==> src/fpec_pkg.sv <==
/*
 * Shared constants and types of the flash program/erase controller:
 * register offsets, field positions, key values, operation codes,
 * alignment masks and operation timing.
 * Assumes a 20 MHz system clock and a 32-bit AHB-Lite register bus.
 */
package fpec_pkg;

    // ------------------------------------------------------------
    // register byte offsets
    // ------------------------------------------------------------
    localparam logic [7:0] FPEC_OFF_CTRL = 8'h00;
    localparam logic [7:0] FPEC_OFF_KEY = 8'h04;
    localparam logic [7:0] FPEC_OFF_PAGE = 8'h08;
    localparam logic [7:0] FPEC_OFF_OFFSET = 8'h0C;
    localparam logic [7:0] FPEC_OFF_WLO = 8'h10;
    localparam logic [7:0] FPEC_OFF_WHI = 8'h14;
    localparam logic [7:0] FPEC_OFF_STAT = 8'h18;

    // ------------------------------------------------------------
    // control register fields and reset value
    // ------------------------------------------------------------
    localparam int FPEC_START_BIT = 15;
    localparam int FPEC_EN_BIT = 14;
    localparam int FPEC_ERR_BIT = 13;
    localparam int FPEC_ERASE_BIT = 6;
    localparam int FPEC_OP_MSB = 3;
    localparam logic [15:0] FPEC_CTRL_RESET = 16'h0000;

    // ------------------------------------------------------------
    // unlock keys and operation codes
    // ------------------------------------------------------------
    localparam logic [7:0] FPEC_KEY_FIRST = 8'h55;
    localparam logic [7:0] FPEC_KEY_SECOND = 8'hAA;
    localparam logic [3:0] FPEC_OP_ROW = 4'h1;
    localparam logic [3:0] FPEC_OP_PAGE = 4'h2;
    localparam logic [3:0] FPEC_OP_WORD = 4'h3;
    localparam logic [3:0] FPEC_OP_BULK = 4'hF;

    // ------------------------------------------------------------
    // geometry: 64-instruction rows, 8-row erase blocks
    // ------------------------------------------------------------
    localparam int FPEC_ROW_WORDS = 64;
    localparam logic [23:0] FPEC_ROW_MASK = 24'hFFFF80;
    localparam logic [23:0] FPEC_BLOCK_MASK = 24'hFFFC00;
    localparam logic [23:0] FPEC_WORD_MASK = 24'hFFFFFE;

    // ------------------------------------------------------------
    // operation timing
    // ------------------------------------------------------------
    localparam int FPEC_CLK_MHZ = 20;
    localparam int FPEC_WORD_PROG_US = 50;
    localparam int FPEC_ROW_PROG_US = 2000;
    localparam int FPEC_PAGE_ERASE_US = 20000;
    localparam int FPEC_BULK_ERASE_US = 40000;
    localparam int FPEC_WORD_PROG_CYC = FPEC_WORD_PROG_US * FPEC_CLK_MHZ;
    localparam int FPEC_ROW_PROG_CYC = FPEC_ROW_PROG_US * FPEC_CLK_MHZ;
    localparam int FPEC_PAGE_ERASE_CYC = FPEC_PAGE_ERASE_US * FPEC_CLK_MHZ;
    localparam int FPEC_BULK_ERASE_CYC = FPEC_BULK_ERASE_US * FPEC_CLK_MHZ;

    // ------------------------------------------------------------
    // types
    // ------------------------------------------------------------
    typedef enum logic [1:0] {
        FPEC_CMD_ROW,
        FPEC_CMD_WORD,
        FPEC_CMD_PAGE,
        FPEC_CMD_BULK
    } fpec_cmd_e;

    typedef enum logic [1:0] {
        FPEC_KEY_IDLE,
        FPEC_KEY_HALF,
        FPEC_KEY_ARMED
    } fpec_key_e;

endpackage

==> src/fpec_latches.sv <==
/*
 * Holding latches for one flash row: 64 entries of 24 bits, written
 * as a low word and a high byte, read back by the flash macro.
 * Assumes writes come from the register slave on the same clock.
 */
module fpec_latches
    import fpec_pkg::*;
(
    // clock
    input wire logic hclk,
    // write side
    input wire logic we_lo,
    input wire logic we_hi,
    input wire logic [5:0] wr_idx,
    input wire logic [15:0] wr_data,
    // read side
    input wire logic [5:0] rd_idx,
    output logic [23:0] rd_data
);

    // contents are undefined after reset, as in the real latches
    logic [23:0] mem [FPEC_ROW_WORDS];

    always_ff @(posedge hclk) begin
        if (we_lo) begin
            mem[wr_idx][15:0] <= wr_data;
        end
        if (we_hi) begin
            mem[wr_idx][23:16] <= wr_data[7:0];
        end
    end

    always_ff @(posedge hclk) begin
        rd_data <= mem[rd_idx];
    end

endmodule // fpec_latches

==> src/fpec_timer.sv <==
/*
 * Self-timed operation counter: loaded at launch, counts down once
 * per clock, pulses done on its last busy cycle.
 * Assumes start and abort come from the same clock domain.
 */
module fpec_timer (
    // clock and reset
    input wire logic hclk,
    input wire logic hresetn,
    // control
    input wire logic start,
    input wire logic [31:0] load,
    input wire logic abort,
    // status
    output logic busy,
    output logic done
);

    logic [31:0] cnt;

    always_ff @(posedge hclk or negedge hresetn) begin
        if (!hresetn) begin
            cnt <= 32'h00000000;
        end else if (abort) begin
            cnt <= 32'h00000000;
        end else if (start) begin
            cnt <= load;
        end else if (cnt != 32'h00000000) begin
            cnt <= cnt - 32'h00000001;
        end
    end

    assign busy = (cnt != 32'h00000000);
    assign done = (cnt == 32'h00000001) && !abort;

endmodule // fpec_timer

==> src/fpec_top.sv <==
/*
 * Flash program/erase controller: AHB-Lite register slave, unlock key
 * sequencer, operation decode, self-timed run with processor stall,
 * holding latches and command outputs to the flash macro.
 * Assumes hresetn is the power-on reset, sys_rst_n a synchronous
 * system reset on hclk, and serial_prog_mode an asynchronous pin.
 */

// Notes on behaviour
// - start accepted only after keys 55h then AAh
// - processor stalled while an operation runs
// - start bit set-only, hardware clears at end
// - enable bit clear inhibits program and erase
// - improper start or termination sets error flag
// - erase-select picks erase or program meaning
// - 0001 row, 0011 word, 0010 page erase
// - 1111 bulk erase only in serial mode
// - other operation codes do nothing
// - control bits cleared only by power-on
// - unimplemented control bits read zero
// - block erase clears aligned eight-row block
// - row program writes all 64 latched words
// - erase target from table page and offset
// - table writes land in latches only
// - blocks and rows aligned from address zero
module fpec_top
    import fpec_pkg::*;
#(
    parameter int P_ROW_PROG_CYC = FPEC_ROW_PROG_CYC,
    parameter int P_PAGE_ERASE_CYC = FPEC_PAGE_ERASE_CYC,
    parameter int P_BULK_ERASE_CYC = FPEC_BULK_ERASE_CYC
) (
    // clock and resets
    input wire logic hclk,
    input wire logic hresetn,
    input wire logic sys_rst_n,
    // ahb-lite slave
    input wire logic hsel,
    input wire logic [31:0] haddr,
    input wire logic [1:0] htrans,
    input wire logic hwrite,
    input wire logic [2:0] hsize,
    input wire logic [31:0] hwdata,
    input wire logic hready,
    output logic hreadyout,
    output logic hresp,
    output logic [31:0] hrdata,
    // mode pin and processor stall
    input wire logic serial_prog_mode,
    output logic cpu_stall,
    // flash macro
    output logic fl_cmd_valid,
    output fpec_cmd_e fl_cmd,
    output logic [23:0] fl_addr,
    output logic fl_busy,
    input wire logic [5:0] fl_latch_idx,
    output logic [23:0] fl_latch_data
);

    // ------------------------------------------------------------
    // bus data phase
    // ------------------------------------------------------------
    logic dp_valid, dp_write;
    logic [7:0] dp_addr;

    always_ff @(posedge hclk or negedge hresetn) begin
        if (!hresetn) begin
            dp_valid <= 1'b0;
            dp_write <= 1'b0;
            dp_addr <= 8'h00;
        end else if (hready) begin
            dp_valid <= hsel && htrans[1];
            dp_write <= hwrite;
            dp_addr <= haddr[7:0];
        end
    end

    logic wr, wr_ctrl, wr_key, wr_lo, wr_hi;
    assign wr = dp_valid && dp_write;
    assign wr_ctrl = wr && (dp_addr == FPEC_OFF_CTRL);
    assign wr_key = wr && (dp_addr == FPEC_OFF_KEY);
    assign wr_lo = wr && (dp_addr == FPEC_OFF_WLO);
    assign wr_hi = wr && (dp_addr == FPEC_OFF_WHI);

    // ------------------------------------------------------------
    // serial mode pin synchroniser
    // ------------------------------------------------------------
    logic ser_s1, ser_s2, ser_s3, ser_mode;

    always_ff @(posedge hclk or negedge hresetn) begin
        if (!hresetn) begin
            ser_s1 <= 1'b0;
            ser_s2 <= 1'b0;
            ser_s3 <= 1'b0;
            ser_mode <= 1'b0;
        end else begin
            ser_s1 <= serial_prog_mode;
            ser_s2 <= ser_s1;
            ser_s3 <= ser_s2;
            if (ser_s2 == ser_s3) begin
                ser_mode <= ser_s3;
            end
        end
    end

    // ------------------------------------------------------------
    // unlock key sequencer
    // ------------------------------------------------------------
    fpec_key_e key_st;
    // any other register write between the keys drops the unlock
    always_ff @(posedge hclk or negedge hresetn) begin
        if (!hresetn) begin
            key_st <= FPEC_KEY_IDLE;
        end else if (!sys_rst_n) begin
            key_st <= FPEC_KEY_IDLE;
        end else if (wr_key) begin
            case (key_st)
                FPEC_KEY_IDLE, FPEC_KEY_ARMED:
                    key_st <= (hwdata[7:0] == FPEC_KEY_FIRST) ? FPEC_KEY_HALF
                                                              : FPEC_KEY_IDLE;
                FPEC_KEY_HALF:
                    key_st <= (hwdata[7:0] == FPEC_KEY_SECOND) ? FPEC_KEY_ARMED
                                                               : FPEC_KEY_IDLE;
                default: key_st <= FPEC_KEY_IDLE;
            endcase
        end else if (wr) begin
            key_st <= FPEC_KEY_IDLE;
        end
    end

    // ------------------------------------------------------------
    // control register and operation decode
    // ------------------------------------------------------------
    logic start, en, err, erase;
    logic [3:0] op;
    logic [7:0] tbl_page;
    logic [15:0] tbl_offset;
    logic op_valid;
    fpec_cmd_e op_cmd;
    logic attempt, launch, bad_start, abort, busy, done;

    always_comb begin
        op_valid = 1'b0;
        op_cmd = FPEC_CMD_ROW;
        case ({erase, op})
            {1'b0, FPEC_OP_ROW}: op_valid = 1'b1;
            {1'b0, FPEC_OP_WORD}: begin
                op_valid = 1'b1;
                op_cmd = FPEC_CMD_WORD;
            end
            {1'b1, FPEC_OP_PAGE}: begin
                op_valid = 1'b1;
                op_cmd = FPEC_CMD_PAGE;
            end
            {1'b1, FPEC_OP_BULK}: begin
                op_valid = ser_mode;
                op_cmd = FPEC_CMD_BULK;
            end
            default: op_valid = 1'b0;
        endcase
    end

    assign attempt = wr_ctrl && hwdata[FPEC_START_BIT] && !start;
    // enable and keys must already be in place before the start write
    assign launch = attempt && (key_st == FPEC_KEY_ARMED) && en && op_valid;
    assign bad_start = attempt && !((key_st == FPEC_KEY_ARMED) && en);
    // a system reset in mid-operation is an improper termination
    assign abort = !sys_rst_n && busy;

    // only power-on reset clears these; sys_rst_n does not
    always_ff @(posedge hclk or negedge hresetn) begin
        if (!hresetn) begin
            en <= FPEC_CTRL_RESET[FPEC_EN_BIT];
            erase <= FPEC_CTRL_RESET[FPEC_ERASE_BIT];
            op <= FPEC_CTRL_RESET[FPEC_OP_MSB:0];
        end else if (wr_ctrl) begin
            en <= hwdata[FPEC_EN_BIT];
            erase <= hwdata[FPEC_ERASE_BIT];
            op <= hwdata[FPEC_OP_MSB:0];
        end
    end

    always_ff @(posedge hclk or negedge hresetn) begin
        if (!hresetn) begin
            start <= FPEC_CTRL_RESET[FPEC_START_BIT];
        end else if (launch) begin
            start <= 1'b1;
        end else if (done || abort) begin
            start <= 1'b0;
        end
    end

    // hardware set wins over a software write in the same cycle
    always_ff @(posedge hclk or negedge hresetn) begin
        if (!hresetn) begin
            err <= FPEC_CTRL_RESET[FPEC_ERR_BIT];
        end else if (bad_start || abort) begin
            err <= 1'b1;
        end else if (wr_ctrl) begin
            err <= hwdata[FPEC_ERR_BIT];
        end
    end

    always_ff @(posedge hclk or negedge hresetn) begin
        if (!hresetn) begin
            tbl_page <= 8'h00;
            tbl_offset <= 16'h0000;
        end else if (wr && (dp_addr == FPEC_OFF_PAGE)) begin
            tbl_page <= hwdata[7:0];
        end else if (wr && (dp_addr == FPEC_OFF_OFFSET)) begin
            tbl_offset <= hwdata[15:0];
        end
    end

    // ------------------------------------------------------------
    // operation launch and flash command
    // ------------------------------------------------------------
    logic [23:0] tbl_addr;
    logic [31:0] op_load;
    assign tbl_addr = {tbl_page, tbl_offset};
    always_comb begin
        case (op_cmd)
            FPEC_CMD_WORD: op_load = 32'(FPEC_WORD_PROG_CYC);
            FPEC_CMD_PAGE: op_load = 32'(P_PAGE_ERASE_CYC);
            FPEC_CMD_BULK: op_load = 32'(P_BULK_ERASE_CYC);
            default: op_load = 32'(P_ROW_PROG_CYC);
        endcase
    end

    always_ff @(posedge hclk or negedge hresetn) begin
        if (!hresetn) begin
            fl_cmd_valid <= 1'b0;
            fl_cmd <= FPEC_CMD_ROW;
            fl_addr <= 24'h000000;
        end else begin
            fl_cmd_valid <= launch;
            if (launch) begin
                fl_cmd <= op_cmd;
                case (op_cmd)
                    FPEC_CMD_PAGE: fl_addr <= tbl_addr & FPEC_BLOCK_MASK;
                    FPEC_CMD_ROW: fl_addr <= tbl_addr & FPEC_ROW_MASK;
                    FPEC_CMD_WORD: fl_addr <= tbl_addr & FPEC_WORD_MASK;
                    default: fl_addr <= 24'h000000;
                endcase
            end
        end
    end

    fpec_timer u_timer (
        .hclk(hclk),
        .hresetn(hresetn),
        .start(launch),
        .load(op_load),
        .abort(abort),
        .busy(busy),
        .done(done)
    );

    // the whole row is handed over; the macro walks fl_latch_idx
    fpec_latches u_latches (
        .hclk(hclk),
        .we_lo(wr_lo),
        .we_hi(wr_hi),
        .wr_idx(tbl_offset[6:1]),
        .wr_data(hwdata[15:0]),
        .rd_idx(fl_latch_idx),
        .rd_data(fl_latch_data)
    );

    assign fl_busy = busy;
    assign cpu_stall = busy;
    // bus stalls too, so only a write issued right behind the start write can touch registers mid-operation
    assign hreadyout = !busy;
    assign hresp = 1'b0;

    // ------------------------------------------------------------
    // read mux
    // ------------------------------------------------------------
    logic [15:0] ctrl_rd;
    assign ctrl_rd = {start, en, err, 6'h00, erase, 2'h0, op};

    always_comb begin
        hrdata = 32'h00000000;
        if (dp_valid && !dp_write) begin
            case (dp_addr)
                FPEC_OFF_CTRL: hrdata = {16'h0000, ctrl_rd};
                FPEC_OFF_PAGE: hrdata = {24'h000000, tbl_page};
                FPEC_OFF_OFFSET: hrdata = {16'h0000, tbl_offset};
                FPEC_OFF_STAT: hrdata = {26'h0000000, fl_cmd, 1'b0,
                                         key_st == FPEC_KEY_ARMED, ser_mode, busy};
                default: hrdata = 32'h00000000;
            endcase
        end
    end
endmodule // fpec_top

==> config.mk <==
export PLATFORM = sky130hd
export DESIGN_NAME = fpec_top
export DESIGN_NICKNAME = d
export VERILOG_FILES = /design/src/fpec_pkg.sv /design/src/fpec_latches.sv /design/src/fpec_timer.sv /design/src/fpec_top.sv
export SDC_FILE = /design/constraint.sdc
export NUM_CORES = 2
export LEC_CHECK = 0
export BUFFER_PORTS_ARGS = -buffer_cell sky130_fd_sc_hd__clkbuf_2
export CAP_MARGIN = 25
export CORE_ASPECT_RATIO = 0.9
export CORE_MARGIN = 4
export CORE_UTILIZATION = 40
export CTS_CLUSTER_SIZE = 28
export DETAILED_ROUTE_END_ITERATION = 10
export GPL_TIMING_DRIVEN = 1
export PLACE_DENSITY = 0.67
export SLEW_MARGIN = 20
export SYNTH_ARGS = -nofsm -noshare
export SYNTH_HDL_FRONTEND = slang
export SYNTH_HIERARCHICAL = 1
export SYNTH_SLANG_ARGS = --single-unit
==> constraint.sdc <==
create_clock -name hclk -period 7.2 [get_ports hclk]
set_input_delay 1.44 -clock hclk [delete_from_list [all_inputs] [get_ports hclk]]
set_output_delay 1.44 -clock hclk [all_outputs]
set_load 0.01 [all_outputs]
Yosys cells after proc, flatten, opt, wreduce, memory -nomap -nowiden
Memories as Yosys holds them, arrays and structs flattened. A register that Yosys moved wholly into a read port is not among the register bits.
Index checks and enable logic that the tools add are counted.
- equal/unequal tests: 20
- multiplexer cells: 23
- reductions and logical operators: 36
- bitwise gates (word level): 1
- add/subtract/negate cells: 1
- operators with widths (cell ; number):
    32-bit two-way mux ; 3
    24-bit case mux with 3 select lines ; 1
    16-bit case mux with 4 select lines ; 1
    20-bit case mux with 3 select lines ; 1
    32-bit by 1-bit equality test with 1-bit output (second input constant) ; 1
    32-bit nonzero test ; 1
    32-bit by 1-bit subtractor with 32-bit output (second input constant) ; 1
    8-bit by 5-bit equality test with 1-bit output (second input constant) ; 3
    1-bit logical AND ; 18
    8-bit by 4-bit equality test with 1-bit output (second input constant) ; 2
    16-bit two-way mux ; 1
    5-bit equality test (second input constant) ; 2
    1-bit two-way mux ; 9
    8-bit by 3-bit equality test with 1-bit output (second input constant) ; 1
    8-bit by 7-bit equality test with 1-bit output (second input constant) ; 1
    8-bit equality test (second input constant) ; 1
    8-bit zero test ; 1
    2-bit two-way mux ; 4
    2-bit equality test (second input constant) ; 3
    1-bit zero test ; 6
    2-bit case mux with 3 select lines ; 1
    5-bit by 1-bit equality test with 1-bit output (second input constant) ; 1
    5-bit by 2-bit equality test with 1-bit output (second input constant) ; 1
    2-bit by 1-bit equality test with 1-bit output (second input constant) ; 2
    other kinds (12) ; 15
- memories: 1
- output and inout bits: 87
- register bits: 107
- RAM bits: 1536
- input port bits: 82
- logic and storage cells: 101
- memories (name ; words ; width ; rd ports ; clocked after memory_dff ; wr ports ; RTL line ; source):
    u_latches.mem ; 64 ; 24 ; 1 ; 1 ; 1 ; fpec_latches.sv:22 ; logic [23:0] mem [FPEC_ROW_WORDS];

Logic depth before layout (Yosys ltp)
- depth after elaboration: 9
- mapped depth: 14
- gate-level depth less buffers: 12

Modules after synthesis
Netlist, hierarchy kept.
- modules (own cells, without submodules) (module ; sequential area each (um2) ; area each (um2) ; cells an instance ; instances):
    fpec_latches ; 46604.7 ; 59646.0 ; 2736 ; 1
    fpec_top ; 1851.8 ; 3718.6 ; 319 ; 1
    fpec_timer ; 800.8 ; 2018.2 ; 216 ; 1

Least setup slack after synthesis
Ideal clock, no wire load.
- path type: flip-flop to output port
- from: reg u_timer.cnt[0]
- to: out hrdata[0]
- slack: 3.655 ns
- arrival: 2.105 ns
- stages on the path, launching flop included: 9
- required time: 5.760 ns
- path buffers: 0
- cells stage by stage: dfrtp_1 inv_1 ha_1 nor3b_1 nand2_1 nor3_1 nand2_1 a32oi_1 nor2_1
- word-level cells in the longest chain between the ends: 3
- ends and longest elaborated chain (what ; RTL line ; source):
    from (decl) ; fpec_timer.sv:19 ; logic [31:0] cnt;
    from (signal assigned) ; fpec_timer.sv:27 ; cnt <= load;
    from (signal assigned) ; fpec_timer.sv:29 ; cnt <= cnt - 32'h00000001;
    32-bit nonzero test ; fpec_timer.sv:33 ; assign busy = (cnt != 32'h00000000);
    net cpu_stall ; fpec_top.sv:50 ; output logic cpu_stall,
    16-bit case mux with 4 select lines ; fpec_top.sv:285 ; case (dp_addr)
    16-bit two-way mux ; fpec_top.sv:284 ; if (dp_valid && !dp_write) begin
    to (decl) ; fpec_top.sv:47 ; output logic [31:0] hrdata,
The timed path passes the listed nets, and every way through them passes these cells.

Final worst setup path
- from: reg u_timer.cnt[0]
- to: out hrdata[0]
- word-level cells in the longest chain between the ends: 3
- ends and longest elaborated chain (what ; RTL line):
    32-bit nonzero test ; fpec_timer.sv:33
    16-bit case mux with 4 select lines ; fpec_top.sv:285
    16-bit two-way mux ; fpec_top.sv:284
No other way between the ends.

==> flow_summary_export.csv <==
group,metric,value,unit
floorplan,initial_utilization,40.3,%
cells_and_area,final_nets,3581,
sta,fin_tns_setup,0,ns
clock_network,cts_setup_buffers,0,
min_path,hold_path_end,"ser_s2",
cells_and_area,synthToLayoutAreaGrowth,13.0,%
sta,setup_ws,2.19,ns
synthesis,async_reset_ff_share,6.36,%
global_routing,grt_usage,18.1,%
synthesis,avgSynthCellArea,20.0,sq um
worst_setup_path,cp-end-kind,"output pin",
clock_network,htreeDepth,4,
floorplan,die_w,434,um
placement,dpl_cell_area,68600,sq um
worst_setup_path,slowest_stage,"nor3b_1",
pwr,power.density,279,nW/um^2
sta,skew,0.0238,ns
routing,drt-total-wl,155,mm
routing,drtIter0Drc,3689,
sta,finalSetupViolations,0,
floorplan,fp.coreArea,162000,sq um
pwr,power.leakage,0.0245,uW
pwr,p_clk_share,39.8,%
sta,rsz0062_at_grt,"no",
min_path,worstHoldPathCells,0,
outcome,status,"finished, final reports clean",
worst_setup_path,cpPeakStageDelay,0.72,ns
clock_network,cts_buffers,160,
floorplan,fp.dieH,392,um
worst_setup_path,r2r_end,"u_timer/cnt[27]",
sta,slew_viol_final,0,
flow_run,max_cap_violations,0,
synthesis,syn_inst,3271,
synthesis,synthDistinctLibCells,76,
synthesis,synth-edff-count,1536,
sta,slew_headroom,28.7,%
worst_setup_path,r2r-start,"u_timer/cnt[0]",
routing,drcViolationCount,0,
clock_network,postCtsHoldBufs,0,
worst_setup_path,cp_max_fo,7,
pwr,p_seq_share,52.5,%
floorplan,io_pins,169,
sta,worst_pin_slew,1.07,ns
pwr,intPower,15900,uW
worst_setup_path,cp_data_arrival_time,3.57,ns
global_routing,grt_overflow,0,
worst_setup_path,worst-path-buf-inv,2,
cells_and_area,layout_common_cells,"edfxtp_1 (1536), mux4_2 (318), mux2i_1 (225)",
worst_setup_path,crit_family,"simple AND/OR/NAND/NOR gates",
min_path,hold_class,"flop to flop",
clock_network,cts_tree,"built",
clock_network,clk_pin_slew,0.06,ns
routing,avgViaCountPerCell,5.67,
pwr,power_frac_comb,7.7,%
synthesis,netlist_area,65400,sq um
worst_setup_path,critPathRequiredTime,5.76,ns
pwr,p_switching,4680,uW
global_routing,grt_pass1_wl,225,mm
clock_network,clock_path_buffers,3,
pwr,finalPower,20600,uW
sta,hold_viol,0,
floorplan,rows,140,
synthesis,synth-main-ff-cell,"edfxtp_1",
clock_network,clock_latency,0.79,ns
sta,period_minus_slack,5.01,ns
routing,postRouteAntennaNets,0,
pwr,ir_drop,195,uV
sta,fmaxAchievable,200,MHz
synthesis,yosysWarnings,6,
cells_and_area,drive_gt1_share,24.1,%
worst_setup_path,cpMostUsedCell,"nand2_1",
sta,fin_crit_sh,69.5,%
placement,routabilityCongestion,0.805,
synthesis,yosysSeqAreaShare,75.3,%
synthesis,ys_seq_elements,1666,
worst_setup_path,start_kind,"flop",
cells_and_area,design_area,73900,sq um
global_routing,grt_max_degree,116,
worst_setup_path,cp_cell_sequence,"inv_1 > ha_1 > nor3b_1 > nand2_1 > nor3_1 > nand2_1 > a32oi_1 > nor2_1 > clkbuf_2",
clock_network,root_buffer,"clkbuf_16",
min_path,worstHoldStart,"ser_s1",
cells_and_area,final_common_cell,"edfxtp_1",
placement,pre_cts_slack,2.41,ns
global_routing,antenna_found_initial,7,
placement,io_buffers,106,
cells_and_area,n_fill_cell,13500,
routing,vias,32700,
pwr,sw_frac_of_total,22.7,%
worst_setup_path,r2r_slack,2.99,ns
placement,hpwl,90.4,mm
clock_network,cts_resized,0,
worst_setup_path,critPathKind,"flop to output pin",
worst_setup_path,reg2reg_depth,12,
routing,first_pass_iters,6,
global_routing,grt_pass1_vias,32300,
floorplan,die_area,170000,sq um
routing,wl_per_cell,26.9,um
clock_network,cts.sinks,1666,
## metrics by stage
| step | std cells | hold slack (ns) | util (%) |
|---|---|---|---|
| final | 5760 | 0.359 | 45.5 |
| after global routing | 5757 | 0.365 | 45.5 |
| after CTS | 5746 | 0.363 | 45.4 |
| after detailed placement | 5446 | 0.349 | 42.3 |
| after global placement | 5437 | 0.340 | 42.2 |
| after floorplan | 3306 | 0.331 | - |
## state kept, by name, indices dropped and copies added, names as in the netlist, 4 cells and up
register,flops
u_latches/mem,1536
u_timer/cnt,32
u_latches/rd_data,24
fl_addr,23
tbl_offset,16
dp_addr,8
tbl_page,8
op,4
## kinds of logic after synthesis
group | Yosys count | share of synthesized area, %
DFF | 1666 | 75.3
muxes | 604 | 15.4
and+or+nand+nor | 402 | 3.12
AOI/OAI and AO/OA | 342 | 3.69
buffers and inverters | 223 | 1.89
xor gates and xnor gates | 22 | 0.295
adders and majority gates | 11 | 0.207
other | 1 | 0.00574
## cell usage after synthesis, types with 46 or more instances
library cell  count  area, sq um
mux2i_1         225         2250
mux4_2          318         7160
edfxtp_1       1536        46100
buf_2            50          250
a22oi_1          86          646
dfrtp_1         106         2650
nand2_1          47          176
o21ai_0          52          260
buf_4            46          345
clkbuf_1         74          278
nor2_1          182          683
mux2_2           49          552
## power by group through the flow
stage                     sequential (uW)  clock [uW]  combinational, uW
final                               10800        8200               1590
after global routing                10800        8790               1730
after CTS                           10800        8350               1600
after detailed placement            11000           0               1590
after global placement              11000           0               1560
after floorplan                     11000           0               1050
## worst reg2reg max path, delay by kind of cell (launching register included)
kind                       cells  cell delay [ns]
adders and majority gates      1             0.17
DFF                            1             0.45
and+or+nand+nor                9             3.24
buffers and inverters          2             0.22
## final cells by class
| type | count | area, sq um | area share [%] |
|---|---|---|---|
| Sequential cell | 1666 | 49300 | 66.7 |
| Multi-Input combinational cell | 1417 | 15100 | 20.4 |
| Clock buffer | 212 | 4330 | 5.86 |
| Tap cell | 2130 | 2670 | 3.61 |
| Timing Repair Buffer | 222 | 1630 | 2.21 |
| Clock inverter | 88 | 797 | 1.08 |
| Inverter | 22 | 82.6 | 0.112 |
| Antenna cell | 3 | 7.51 | 0.0102 |
## worst max path at each step
stage,slack (ns),end,from,cells after the start
2_1_floorplan,3.65,hrdata[0],u_timer/cnt[0],8
3_3_place_gp,2.40,u_latches/rd_data[15],fl_latch_idx[1],6
3_5_place_dp,2.41,u_latches/rd_data[15],fl_latch_idx[1],6
4_1_cts,2.08,hrdata[0],u_timer/cnt[0],9
5_1_grt,1.81,hrdata[0],u_timer/cnt[0],9
6_report,2.19,hrdata[0],u_timer/cnt[0],9
## routing by layer
metal / GRT usage [%] / vias up / part of all wire [%]
met5: 0 / - / 0
met4: 6.02 / 0 / 3.2
met3: 3.19 / 235 / 7.6
met2: 27.9 / 1328 / 47
met1: 26.3 / 17300 / 42
li1: - / 13800 / -
Note: power is estimated with default switching activity, not from simulation.
